**src/rtl/ssoc_pkg.sv**
```systemverilog
package ssoc_pkg;

    // Clock and timebase
    localparam int CLK_PERIOD_NS = 8;
    localparam int NS_PER_MS = 1000000;
    localparam int CYC_PER_MS = NS_PER_MS / CLK_PERIOD_NS;

    // System times, in milliseconds
    localparam int SELFTEST_MS = 8000;
    localparam int SELFTEST_SHORT_MS = 500;
    localparam int TON_MAX_MS = 400;
    localparam int TOFF_MAX_MS = 260;
    localparam int SKEW_MAX_MS = 10;
    localparam int FLT_DET_MAX_MS = 300;
    localparam int CLR_HOLD_MS = 3000;

    // Internal choices, in milliseconds
    localparam int ON_QUAL_MS = 50;
    localparam int TP_PERIOD_MS = 250;
    localparam int TP_WIDTH_MS = 1;
    localparam int TP_B_START_MS = 5;
    localparam int MISM_FILT_MS = 3;
    localparam int FLASH_HALF_MS = 250;

    // Widths of the millisecond counters
    localparam int MS_W = 14;
    localparam int TP_W = 8;

    // Reset values
    localparam logic SAFE_OUT_RST = 1'b0;

    typedef enum logic [1:0] {
        ST_SELFTEST,
        ST_OFF,
        ST_ON,
        ST_FAULT
    } ssoc_state_t;

endpackage

```
**src/rtl/ssoc_time_if.sv**
```systemverilog
interface ssoc_time_if;
    logic msTick;
    logic flash;

    modport gen (
        output msTick,
        output flash
    );

    modport sink (
        input msTick,
        input flash
    );
endinterface

```
**src/rtl/ssoc_core.sv**
```systemverilog
// How it works
// - Self-test 8 s or 500 ms, outputs off
// - Outputs on within 400 ms of actuator
// - Outputs off within 260 ms of removal
// - Channels agree within 10 ms
// - Internal fault detected within 300 ms
// - Clear input held 3 s leaves fault
// - Door-closed output follows actuator presence
// - Fault output active in fault state
// - Own periodic test pulses on both outputs
// - Flag actuator in limit range
// - Green steady normally, off in fault, flashing otherwise
// - Red lamp lit on any fault
module ssoc_core #(
    parameter int CYC_PER_MS = ssoc_pkg::CYC_PER_MS,
    parameter bit SINGLE_FACE = 1'b0
) (
    input wire logic clk,
    input wire logic sys_rst,
    input wire logic actInRange,
    input wire logic actInLimit,
    input wire logic faultClear,
    input wire logic readbackA,
    input wire logic readbackB,
    input wire logic internalFault,
    output logic safety_output_a,
    output logic safety_output_b,
    output logic door_closed_output_alt,
    output logic fault_indicator_output,
    output logic statusLampGreen,
    output logic diagLampRed,
    output logic limitRange
);
    localparam int MW = ssoc_pkg::MS_W;
    localparam int TW = ssoc_pkg::TP_W;
    localparam logic [MW-1:0] SELFTEST_LIM = SINGLE_FACE ?
        MW'(ssoc_pkg::SELFTEST_SHORT_MS) : MW'(ssoc_pkg::SELFTEST_MS);
    localparam logic [MW-1:0] ON_QUAL_LIM = MW'(ssoc_pkg::ON_QUAL_MS);
    localparam logic [MW-1:0] CLR_LIM = MW'(ssoc_pkg::CLR_HOLD_MS);
    localparam logic [MW-1:0] TON_LIM = MW'(ssoc_pkg::TON_MAX_MS);
    localparam logic [MW-1:0] SKEW_LIM = MW'(ssoc_pkg::SKEW_MAX_MS);
    localparam logic [MW-1:0] FDET_LIM = MW'(ssoc_pkg::FLT_DET_MAX_MS);
    localparam logic [TW-1:0] TP_LAST = TW'(ssoc_pkg::TP_PERIOD_MS - 1);
    localparam logic [TW-1:0] TP_WID = TW'(ssoc_pkg::TP_WIDTH_MS);
    localparam logic [TW-1:0] TP_B0 = TW'(ssoc_pkg::TP_B_START_MS);
    localparam logic [TW-1:0] TP_B1 =
        TW'(ssoc_pkg::TP_B_START_MS + ssoc_pkg::TP_WIDTH_MS);
    localparam logic [3:0] MISM_LIM = 4'(ssoc_pkg::MISM_FILT_MS);

    ssoc_time_if tb ();

    ssoc_tick #(
        .CYC_PER_MS(CYC_PER_MS),
        .FLASH_HALF_MS(ssoc_pkg::FLASH_HALF_MS)
    ) u_tick (
        .clk(clk),
        .sys_rst(sys_rst),
        .tb(tb)
    );

    // Two-stage synchronisers for all pin inputs
    logic [5:0] meta_r;
    logic [5:0] sync_r;
    wire [5:0] pinsIn = {internalFault, readbackB, readbackA,
                         faultClear, actInLimit, actInRange};

    always_ff @(posedge clk) begin
        if (sys_rst) begin
            meta_r <= '0;
            sync_r <= '0;
        end else begin
            meta_r <= pinsIn;
            sync_r <= meta_r;
        end
    end

    wire presS = sync_r[0];
    wire limS = sync_r[1];
    wire clearS = sync_r[2];
    wire rbA = sync_r[3];
    wire rbB = sync_r[4];
    wire intFaultS = sync_r[5];
    wire msTick = tb.msTick;

    ssoc_pkg::ssoc_state_t state_r;
    ssoc_pkg::ssoc_state_t state_nxt;
    logic [MW-1:0] msCnt_r;
    logic [MW-1:0] msCnt_nxt;
    logic [MW-1:0] clrCnt_r;
    logic [TW-1:0] tpCnt_r;
    logic [3:0] mismCnt_r;

    wire isSelftest = (state_r == ssoc_pkg::ST_SELFTEST);
    wire isOff = (state_r == ssoc_pkg::ST_OFF);
    wire isOn = (state_r == ssoc_pkg::ST_ON);
    wire isFault = (state_r == ssoc_pkg::ST_FAULT);

    // Staggered test pulses, A first then B, only while outputs are on
    wire pulseA = isOn && (tpCnt_r < TP_WID);
    wire pulseB = isOn && (tpCnt_r >= TP_B0) && (tpCnt_r < TP_B1);
    wire driveA = isOn && !pulseA;
    wire driveB = isOn && !pulseB;

    // Readback disagrees with what is driven: short or stuck output
    wire mism = (rbA != safety_output_a) || (rbB != safety_output_b);
    wire ioFault = (mismCnt_r == MISM_LIM);
    wire faultNow = intFaultS || ioFault;
    wire clearDone = isFault && (clrCnt_r == CLR_LIM);

    always_comb begin
        state_nxt = state_r;
        msCnt_nxt = msCnt_r;
        unique case (state_r)
            ssoc_pkg::ST_SELFTEST: begin
                if (faultNow) begin
                    state_nxt = ssoc_pkg::ST_FAULT;
                end else if (msCnt_r == SELFTEST_LIM) begin
                    state_nxt = ssoc_pkg::ST_OFF;
                    msCnt_nxt = '0;
                end else if (msTick) begin
                    msCnt_nxt = msCnt_r + 1'b1;
                end
            end
            ssoc_pkg::ST_OFF: begin
                if (faultNow) begin
                    state_nxt = ssoc_pkg::ST_FAULT;
                end else if (!presS) begin
                    msCnt_nxt = '0;
                end else if (msCnt_r == ON_QUAL_LIM) begin
                    state_nxt = ssoc_pkg::ST_ON;
                    msCnt_nxt = '0;
                end else if (msTick) begin
                    msCnt_nxt = msCnt_r + 1'b1;
                end
            end
            ssoc_pkg::ST_ON: begin
                if (faultNow) begin
                    state_nxt = ssoc_pkg::ST_FAULT;
                end else if (!presS) begin
                    state_nxt = ssoc_pkg::ST_OFF;
                end
            end
            ssoc_pkg::ST_FAULT: begin
                msCnt_nxt = '0;
                if (clearDone) begin
                    state_nxt = ssoc_pkg::ST_OFF;
                end
            end
        endcase
    end

    always_ff @(posedge clk) begin
        if (sys_rst) begin
            state_r <= ssoc_pkg::ST_SELFTEST;
            msCnt_r <= '0;
        end else begin
            state_r <= state_nxt;
            msCnt_r <= msCnt_nxt;
        end
    end

    // Clear input must stay high for the full hold time
    always_ff @(posedge clk) begin
        if (sys_rst || !isFault || !clearS) begin
            clrCnt_r <= '0;
        end else if (msTick && !clearDone) begin
            clrCnt_r <= clrCnt_r + 1'b1;
        end
    end

    always_ff @(posedge clk) begin
        if (sys_rst || !isOn) begin
            tpCnt_r <= '0;
        end else if (msTick) begin
            tpCnt_r <= (tpCnt_r == TP_LAST) ? '0 : tpCnt_r + 1'b1;
        end
    end

    // Filtered over a few ms so pulse edges do not trip it
    always_ff @(posedge clk) begin
        if (sys_rst || isFault || !mism) begin
            mismCnt_r <= '0;
        end else if (msTick && !ioFault) begin
            mismCnt_r <= mismCnt_r + 1'b1;
        end
    end

    wire greenNxt = isFault ? 1'b0 :
                    (isOn && !limS) ? 1'b1 : tb.flash;

    always_ff @(posedge clk) begin
        if (sys_rst) begin
            safety_output_a <= ssoc_pkg::SAFE_OUT_RST;
            safety_output_b <= ssoc_pkg::SAFE_OUT_RST;
            door_closed_output_alt <= 1'b0;
            fault_indicator_output <= 1'b0;
            statusLampGreen <= 1'b0;
            diagLampRed <= 1'b0;
            limitRange <= 1'b0;
        end else begin
            safety_output_a <= driveA;
            safety_output_b <= driveB;
            door_closed_output_alt <= presS;
            fault_indicator_output <= isFault;
            statusLampGreen <= greenNxt;
            diagLampRed <= isFault;
            limitRange <= presS && limS;
        end
    end

    // Helper counters for the timing checks below
    logic [MW-1:0] onWait_r;
    logic [MW-1:0] skew_r;
    logic [MW-1:0] fltWait_r;

    always_ff @(posedge clk) begin
        if (sys_rst || !(presS && isOff)) begin
            onWait_r <= '0;
        end else if (msTick) begin
            onWait_r <= onWait_r + 1'b1;
        end
    end

    always_ff @(posedge clk) begin
        if (sys_rst || (safety_output_a == safety_output_b)) begin
            skew_r <= '0;
        end else if (msTick) begin
            skew_r <= skew_r + 1'b1;
        end
    end

    always_ff @(posedge clk) begin
        if (sys_rst || !mism || isFault) begin
            fltWait_r <= '0;
        end else if (msTick) begin
            fltWait_r <= fltWait_r + 1'b1;
        end
    end
endmodule

```
**src/rtl/ssoc_tick.sv**
```systemverilog
module ssoc_tick #(
    parameter int CYC_PER_MS = ssoc_pkg::CYC_PER_MS,
    parameter int FLASH_HALF_MS = ssoc_pkg::FLASH_HALF_MS
) (
    input wire logic clk,
    input wire logic sys_rst,
    ssoc_time_if.gen tb
);
    localparam int CW = $clog2(CYC_PER_MS);
    localparam int FW = $clog2(FLASH_HALF_MS);
    localparam logic [CW-1:0] CYC_LAST = CW'(CYC_PER_MS - 1);
    localparam logic [FW-1:0] FLASH_LAST = FW'(FLASH_HALF_MS - 1);

    logic [CW-1:0] cycCnt_r;
    logic [FW-1:0] flashCnt_r;
    logic tick_r;
    logic flash_r;
    wire cycWrap = (cycCnt_r == CYC_LAST);
    wire flashWrap = (flashCnt_r == FLASH_LAST);

    always_ff @(posedge clk) begin
        if (sys_rst) begin
            cycCnt_r <= '0;
            tick_r <= 1'b0;
        end else begin
            cycCnt_r <= cycWrap ? '0 : cycCnt_r + 1'b1;
            tick_r <= cycWrap;
        end
    end

    // Lamp flashing rate, derived from the millisecond tick
    always_ff @(posedge clk) begin
        if (sys_rst) begin
            flashCnt_r <= '0;
            flash_r <= 1'b0;
        end else if (tick_r) begin
            flashCnt_r <= flashWrap ? '0 : flashCnt_r + 1'b1;
            if (flashWrap) begin
                flash_r <= ~flash_r;
            end
        end
    end

    assign tb.msTick = tick_r;
    assign tb.flash = flash_r;
endmodule

```
**config.mk**
```make
export PLATFORM = sky130hd
export DESIGN_NAME = ssoc_core
export DESIGN_NICKNAME = d
export VERILOG_FILES = /design/src/rtl/ssoc_pkg.sv /design/src/rtl/ssoc_time_if.sv /design/src/rtl/ssoc_core.sv /design/src/rtl/ssoc_tick.sv
export SDC_FILE = /design/constraint.sdc
export NUM_CORES = 1
export LEC_CHECK = 0
export BUFFER_PORTS_ARGS = -buffer_cell sky130_fd_sc_hd__buf_4
export CAP_MARGIN = 10
export CORE_MARGIN = 4
export CORE_UTILIZATION = 65
export DETAILED_ROUTE_END_ITERATION = 16
export HOLD_SLACK_MARGIN = 0.08
export PLACE_DENSITY = 0.83
export RECOVER_POWER = 50
export SETUP_SLACK_MARGIN = 0.02
export SLEW_MARGIN = 20
export SYNTH_ARGS = -nofsm -noshare
export SYNTH_HDL_FRONTEND = slang
export SYNTH_HIERARCHICAL = 1
export SYNTH_SLANG_ARGS = --single-unit
export TNS_END_PERCENT = 10
```
**constraint.sdc**
```tcl
create_clock -name clk -period 3.7 [get_ports clk]
set_input_delay 0.74 -clock clk [delete_from_list [all_inputs] [get_ports clk]]
set_output_delay 0.74 -clock clk [all_outputs]
set_load 0.05 [all_outputs]
```
Word-level counts from Yosys, hierarchy flattened
Cells that the tools add are included.

Flip-flop bits (word level): 87. Latch bits: 0. Memory bits (writable): 0. Bits in read-only memories: 0. Input port bits: 8. Output and inout bits: 7. Memories: 0.

Add/sub/neg operators: 6. Multipliers: 0. Divide/modulo/power cells: 0. Order comparisons: 3. Equality and inequality tests: 19. Shifts and indexed selects: 0. Muxes and demuxes: 19. Bitwise operators: 1. Reductions and logical operators: 33.

Operator list (count): 2-to-1 mux 14 bit (6); case mux 14 bit (3 select lines) (1); adder 14 x 1 -> 14 bit, second input constant (2); adder 17 x 1 -> 17 bit, second input constant (1); == test 17 bit, second input constant (1); adder 8 x 1 -> 8 bit, second input constant (2); == test 8 bit, second input constant (2); 2-to-1 mux 2 bit (8); 2-to-1 mux 8 bit (2); == test 14 x 12 -> 1 bit, second input constant (1); == test 14 x 13 -> 1 bit, second input constant (1); == test 14 x 6 -> 1 bit, second input constant (1); logical AND 1 bit (10); zero test 1 bit (9); >= comparator 8 x 3 -> 1 bit, second input constant (1); < comparator 8 x 1 -> 1 bit, second input constant (1); < comparator 8 x 3 -> 1 bit, second input constant (1); case mux 2 bit (4 select lines) (1); logical OR 1 bit (7); != test 3 x 1 -> 1 bit, second input constant (2); != test 3 x 2 -> 1 bit, second input constant (2); AND reduction 5 bit (1); adder 4 x 1 -> 4 bit, second input constant (1); == test 2 bit, second input constant (2); other kinds (12) (15).

Longest topological paths before layout
Gate-level depths: netlist of the first run.

Depth in word-level cells: 6. Gate-level depth with buffers: 7. Mapped depth without buffers: 6.

Modules after synthesis
The synthesis of the first run kept the hierarchy.

By module, submodules not included: ssoc_core (instances 1, cells an instance 304, area an instance 2738.9 µm², sequential area each 1201.2 µm²); ssoc_tick (instances 1, cells an instance 135, area an instance 1226.2 µm², sequential area each 540.5 µm²).

Worst setup path after synthesis of the first run
Ideal clock, no wire load.

Path type: register to register. From: register u_tick.tick_r (netlist: u_tick/tb.msTick). To: register clrCnt_r[13]. Data arrival time: 1.711 ns. Setup slack: 1.868 ns. Stages on the path, launching flop included: 6. Buffers on the path: 1. Cell sequence: dfxtp_1 buf_4 nand3_2 or4_4 or3_1 mux2_4.

Word-level cells in the longest chain between the ends: 1.

RTL lines: from (decl) (line ssoc_tick.sv:16) `logic tick_r;`; from (signal assigned) (line ssoc_tick.sv:27) `tick_r <= cycWrap;`; logical AND 1 bit (line ssoc_core.sv:166) `end else if (msTick && !clearDone) begin`; to (signal assigned) (line ssoc_core.sv:167) `clrCnt_r <= clrCnt_r + 1'b1;`; to (decl) (line ssoc_core.sv:89) `logic [MW-1:0] clrCnt_r;`.

No other way between the ends. A chain may end at the register's enable or synchronous reset.

Worst setup path in the final report of the first run
From: register msCnt_r[2]. To: register msCnt_r[8].

Word-level cells in the longest chain between the ends: 6. Elaborated cells between the ends (all ways): 10.

RTL lines: from (decl) (line ssoc_core.sv:87) `logic [MW-1:0] msCnt_r;`; from (signal assigned) (line ssoc_core.sv:158) `msCnt_r <= msCnt_nxt;`; adder 14 x 1 -> 14 bit (line ssoc_core.sv:121, ssoc_core.sv:133); 2-to-1 mux 14 bit (line ssoc_core.sv:120, ssoc_core.sv:132); 2-to-1 mux 14 bit (line ssoc_core.sv:129) `end else if (msCnt_r == ON_QUAL_LIM) begin`; 2-to-1 mux 14 bit (line ssoc_core.sv:127) `end else if (!presS) begin`; 2-to-1 mux 14 bit (line ssoc_core.sv:125) `if (faultNow) begin`; case mux 14 bit (3 select lines) (*) (line ssoc_core.sv:113) `unique case (state_r)`.

Mark *: on every way between the ends. The rest lies on a longest branch, timed or not. The select of a mux whose other input is x is not followed.

==> qor.csv, run 1 <==
stage;metric;value;unit
cts;Clock Sink Count;87;
finish;Layout fillers;444;
synthesis;Synth Flop Type;dfxtp_1;
sta;Slew @ Worst Pin;1130;ps
route;DR vias;3059;
placement;worst slack at placement;1330;ps
finish;diode count;0;
cts;Hold Buf Count CTS;0;
sta;Slew Viols, Final;0;
pwr;Leakage;1.41;nW
setup_path;Crit path arrival time;2570;ps
grt;GR Util All Layers;21.9;%
cts;Root Buffer;clkbuf_8;
cts;worst skew pair latency;360;ps
placement;Post-DP HPWL;5100;um
setup_path;CP bufs+invs;0;
floorplan;Initial Util;67.0;%
setup_path;worst r2r src;msCnt_r[2];
route;final wirelength;7340;um
synthesis;Synth top area share;43.9;%
cts;clk buf depth;2;
setup_path;critical path endpoint category;flop;
setup_path;CP Cell Sequence;nor4_1 -> a41oi_1 -> o21bai_1 -> a22oi_1;
pwr;Sw Ratio;22.0;%
floorplan;chip width;86.1;um
grt;antenna violations before repair;0;
route;post-DR vias/cell;5.76;
sta;hold_ws;438;ps
grt;vias in the first global route;2997;
finish;fin util;72.4;%
synthesis;sequential element share of the synthesized area;43.9;%
setup_path;Worst setup startpoint;msCnt_r[2];
cts;# Post-CTS Setup Buffers;0;
setup_path;slowest stage cell, crit path;o21bai_1;
placement;Placer Congestion;0.863;
finish;area grow syn2layout;8.11;%
synthesis;Synth cell types;53;
pwr;clock power share;41.9;%
synthesis;synth warn;6;
sta;TNS Setup;0;ps
floorplan;FP Rows;28;
synthesis;Post-Syn Area per Cell;9.03;um^2
synthesis;Synth Register Bits;87;
floorplan;die height;86.1;um
pwr;P_sw;378;uW
route;Residual DRC;0;
sta;fin crit share;63.9;%
finish;layout net count;472;
synthesis;syn_nets;460;
placement;number of buffers added on ports;14;
setup_path;CP max stage delay;890;ps
pwr;sequential share of power;55.4;%
sta;fin crit period;2370;ps
synthesis;EDFF count, synth;0;
setup_path;element type at the critical path start;flop;
finish;share of layout cells above drive strength 1;8.11;%
flow_run;Max Cap Viol;0;
min_path;hold path start;meta_r[3];
setup_path;WP data required;3900;ps
pwr;Int Pwr;1.34;mW
route;antenna viol nets, final;0;
sta;final hold vios;0;
sta;final setup vio count;0;
grt;first-pass GRT wire length;13100;um
min_path;Min-Delay Path Class;flop to flop;
grt;largest net degree at the start of global routing;27;
pwr;Gate power share;2.7;%
route;WL per Instance;13.8;um
sta;Max Fclk;423;MHz
setup_path;CP max FO;14;
route;DRT iter0 DRCs;150;
synthesis;cell taking the most area after synthesis;dfxtp_1;
cts;H-tree lvl count;3;
floorplan;core area;5920;um^2
sta;RSZ-0062 raised after global routing;false;
sta;clk_skew;8.67;ps
sta;Relative slew margins;24.8;%
cts;CTS tree;done;
setup_path;CP Class;flop to flop;
cts;CTS resizes;0;
pwr;VDD IR max;0.000288;V
synthesis;Mapped Area;3970;um^2
cts;TritonCTS Buffers;9;
sta;Setup WS post-layout;1330;ps
synthesis;Mapped Cells;439;
run_status;outcome;finished clean;
pwr;power per cell area;402;nW/um^2
cts;Clock transition at path regs;90;ps
floorplan;die area;7410;um^2
setup_path;CP delay by family, top;compound AO/OA/AOI/OAI gates;
route;TritonRoute pass-1 iters;7;
floorplan;I/O pin cnt;15;
grt;Congestion Overflow GR;0;
synthesis;Synth area leaders;dfxtp_1 44%, xnor2_1 7.1%, nor2_1 5.4%;
synthesis;asr flop ratio synth;0;%
[synth_stat cells (7+ instances only)]
library cell,count
nand4_1,17
a22oi_1,12
nor4_1,8
nor2_1,57
nor3_1,11
or3_1,12
nand3_1,17
dfxtp_1,87
nor2b_1,13
nand2_1,22
ha_1,13
o31ai_1,7
xnor2_1,32
a21oi_1,12
or4_1,8
o21ai_0,11
inv_1,23
xor2_1,10
[power by group through the flow]
stage / Combinational, mW / Clock (mW) / Sequential (mW)
5_1_grt: 0.0510 / 0.779 / 0.957
6_report: 0.0459 / 0.722 / 0.955
3_5_place_dp: 0.0472 / 0 / 0.977
3_3_place_gp: 0.0462 / 0 / 0.976
4_1_cts: 0.0473 / 0.737 / 0.955
2_1_floorplan: 0.0350 / 0 / 0.977
[cell type report]
cell class                      instances  area (um^2)  share of cell area [%]
Timing Repair Buffer                   15         86.3                    2.01
Clock buffer                            9          124                    2.89
Sequential cell                        87         1740                    40.6
Inverter                               23         86.3                    2.01
Multi-Input combinational cell        315         2060                    48.0
Clock inverter                          7         96.3                    2.25
Tap cell                               75         93.8                    2.19
[metrics by stage]
stage / total power [mW] / std cells / cell area, um^2
after global routing: 1.79 / 531 / 4290
after global placement: 1.02 / 515 / 4090
after floorplan: 1.01 / 439 / 3970
after CTS: 1.74 / 531 / 4310
final: 1.72 / 531 / 4290
after detailed placement: 1.02 / 515 / 4090
[worst paths after layout]
kind / to / slack, ps / cells past startpoint
min: sync_r[3] / 440 / 1
max: msCnt_r[8] / 1330 / 4
max reg2reg: msCnt_r[8] / 1330 / 4
min reg2reg: sync_r[3] / 440 / 1
[cells in the final DEF, fill, tap and decap left out, types with 3 or more instances in the layout]
cell and count:
nor3_1 11, a21oi_1 12, xnor2_1 32, o31ai_1 7, buf_4 8, inv_1 23, nor4b_1 3, o21ai_0 11
nand2_1 22, clkinvlp_4 3, nor2b_1 13, ha_1 13, or3_1 12, clkbuf_1 7, nor2_1 57, and3_1 6
nand2b_1 3, nor4_1 8, and4_1 3, clkbuf_8 9, dfxtp_1 87, nand4_1 17, a211oi_1 3, nand3_1 17
xor2_1 10, a22oi_1 12, or4_1 8
[metal layers]
metal / track usage (%) / vias to the layer above / wire (um)
met3: 4.80 / 8 / 268
met4: 8.63 / 0 / 82
li1: - / 1583 / -
met2: 36.6 / 47 / 3520
met1: 27.5 / 1421 / 3460
met5: 0 / - / 0
[flip-flops by register name, indices dropped and copies added, names as in the netlist, 2 cells and up]
signal	flops
clrCnt_r	14
meta_r	6
mismCnt_r	4
msCnt_r	14
state_r	2
sync_r	6
tpCnt_r	8
u_tick/cycCnt_r	17
u_tick/flashCnt_r	8
[worst register-to-register path: stages, from the launching register on]
cell and delay, ps:
dfxtp_1 370, nor4_1 500, a41oi_1 240, o21bai_1 890
a22oi_1 220
[cells by family (layout without fill, tap and decap cells)]
kind of cell / after synthesis / after routing / synth area share, %
simple gates: 201 / 201 / 28.1
flops: 87 / 87 / 43.9
compound gates: 56 / 56 / 9.44
xor+xnor: 42 / 42 / 9.28
buf+inv: 37 / 54 / 4.32
fa+ha+maj: 13 / 13 / 4.10
mux: 3 / 3 / 0.883
Power figures use the tool's default switching activity.
==> inputs of run 2 (changes only) <==
CORE_UTILIZATION = 55   (was 65)
PLACE_DENSITY = 0.75   (was 0.83)
clock period = 2.1 ns   (was 3.7 ns; I/O delays follow)
==> run 2 against run 1 <==
  * Sequential share of layout area shrank 0.43 points
  * Power rose by 74%
  * Cell area grew 1.1%
  * Register-to-register slack got worse by 1100 ps
  * Via count decreased by 0.29%
  * Highest routed layer unchanged
==> qor.csv, run 2 (same netlist as run 1, synthesis figures left out) <==
stage;metric;value;unit;change
setup_path;element type at the critical path start;flop;;unchanged
pwr;Sw Ratio;23.2;%;was 22.0%
cts;TritonCTS Buffers;9;;unchanged
sta;Slew Viols, Final;0;;unchanged
finish;Top Registers;u_tick/cycCnt_r (17), clrCnt_r (14), msCnt_r (14);;unchanged
route;final wirelength;7080;um;was 7340 um
sta;Slew @ Worst Pin;1050;ps;was 1130 ps
run_status;outcome;finished clean;;unchanged
setup_path;Crit path arrival time;2190;ps;was 2570 ps
grt;first-pass GRT wire length;12300;um;was 13,100 um
placement;number of buffers added on ports;14;;unchanged
setup_path;WP data required;2380;ps;was 3900 ps
finish;max FFs per register;17;;unchanged
floorplan;die height;92.9;um;was 86.1 um
finish;share of layout cells above drive strength 1;8.68;%;was 8.11%
cts;Clock transition at path regs;90;ps;about the same
floorplan;I/O pin cnt;15;;unchanged
placement;Placer Congestion;0.813;;was 0.863
pwr;sequential share of power;56.1;%;was 55.4%
route;DR WL met2;3340;um;was 3520 um
setup_path;CP max FO;7;;was 14
route;routed length on met1;3420;um;was 3460 um
route;max layer used;met4;;unchanged
floorplan;core area;6910;um^2;was 5920 um^2
floorplan;FP Rows;30;;was 28
sta;hold_ws;264;ps;was 438 ps
sta;RSZ-0062 raised after global routing;false;;unchanged
finish;final instance area;4330;um^2;was 4290 um^2
route;antenna viol nets, final;0;;unchanged
cts;CTS tree;done;;unchanged
pwr;P_sw;695;uW;was 378 uW
finish;layout net count;477;;was 472
floorplan;Initial Util;57.4;%;was 67.0%
grt;GR Util All Layers;17.5;%;was 21.9%
grt;Congestion Overflow GR;0;;unchanged
cts;clk buf depth;2;;unchanged
sta;final setup vio count;0;;unchanged
finish;most frequent cells in the layout;87 x dfxtp_1, 57 x nor2_1, 32 x xnor2_1;;unchanged
pwr;Gate power share;2.9;%;was 2.7%
sta;Setup WS post-layout;185;ps;was 1330 ps
sta;fin crit share;91.2;%;was 63.9%
placement;worst slack at placement;213;ps;was 1330 ps
grt;antenna violations before repair;0;;unchanged
setup_path;CP Class;flop to flop;;unchanged
cts;worst skew pair latency;360;ps;about the same
pwr;Int Pwr;2.30;mW;was 1.34 mW
pwr;Leakage;1.43;nW;was 1.41 nW
route;DR WL met3;238;um;was 268 um
sta;Relative slew margins;30.0;%;was 24.8%
finish;Top reg by flops;u_tick/cycCnt_r;;unchanged
finish;diode count;0;;unchanged
pwr;VDD IR max;0.000592;V;was 0.000288 V
pwr;clock power share;41.0;%;was 41.9%
placement;Post-DP HPWL;5000;um;was 5100 um
floorplan;chip width;92.9;um;was 86.1 um
cts;Hold Buf Count CTS;0;;unchanged
cts;H-tree lvl count;3;;unchanged
cts;CTS resizes;0;;unchanged
route;DR vias;3050;;was 3,059
finish;area grow syn2layout;9.28;%;was 8.11%
finish;commonest non-fill, non-tap cell in the layout;dfxtp_1;;unchanged
sta;clk_skew;7.46;ps;was 8.67 ps
route;DRT iter0 DRCs;128;;was 150
grt;vias in the first global route;2745;;was 2,997
placement;Placed Area;4150;um^2;was 4090 um^2
min_path;Min-Delay Path Class;primary input to flop;;was flop to flop
route;TritonRoute pass-1 iters;5;;was 7
route;Residual DRC;0;;unchanged
setup_path;critical path endpoint category;flop;;unchanged
route;post-DR vias/cell;5.48;;was 5.76
sta;fin crit period;1910;ps;was 2370 ps
sta;final hold vios;0;;unchanged
floorplan;die area;8630;um^2;was 7410 um^2
cts;Root Buffer;clkbuf_8;;unchanged
cts;Clock Sink Count;87;;unchanged
cts;# Post-CTS Setup Buffers;0;;unchanged
flow_run;Max Cap Viol;0;;unchanged
sta;Max Fclk;522;MHz;was 423 MHz
sta;TNS Setup;0;ps;unchanged
pwr;Pwr Total;3.00;mW;was 1.72 mW
grt;largest net degree at the start of global routing;27;;unchanged
route;WL per Instance;12.7;um;was 13.8 um
pwr;power per cell area;692;nW/um^2;was 402 nW/um^2
-- run 2: cell type report --
cell class                 instances  area [um^2]
timing repair buffer              20          120
sequential                        87         1740
clock buffer                      10          138
tap                               96          120
multi-input combinational        315         2050
inverter                          23         86.3
clock inverter                     6         75.1
fill                             613         2570
-- run 2: metal layers --
layer	GRT usage, %	up-vias
met5	0	-
met4	5.25	0
met3	5.28	6
met2	28.8	34
met1	22.1	1428
li1	-	1582
-- run 2: per-stage QoR --
stage | instances | util, %
CTS | 557 | 63.2
floorplan | 439 | -
finish | 557 | 62.7
detailed placement | 541 | 60.1
global placement | 541 | 60.1
global route | 557 | 62.7
-- run 2: path summary, 6_finish.rpt --
check | slack [ps] | endpoint | from | cells after the start
max | 190 | msCnt_r[12] | msCnt_r[1] | 5
min | 260 | meta_r[3] | readbackA | 2
max reg2reg | 190 | msCnt_r[12] | msCnt_r[1] | 5
min reg2reg | 450 | sync_r[1] | meta_r[1] | 1
-- run 2: worst max-delay path, cell delays in order (launching register included) --
cell	delay, ps
dfxtp_1	430
ha_1	200
nand4_1	180
or3_1	440
or4_1	430
a22oi_1	160
-- run 2: power groups by stage --
stage,Sequential (mW),Combinational [mW],Clock (mW)
6_report,1.68,0.0864,1.23
5_1_grt,1.69,0.0950,1.34
4_1_cts,1.68,0.0897,1.27
3_5_place_dp,1.72,0.0893,0
3_3_place_gp,1.72,0.0879,0
2_1_floorplan,1.72,0.0617,0
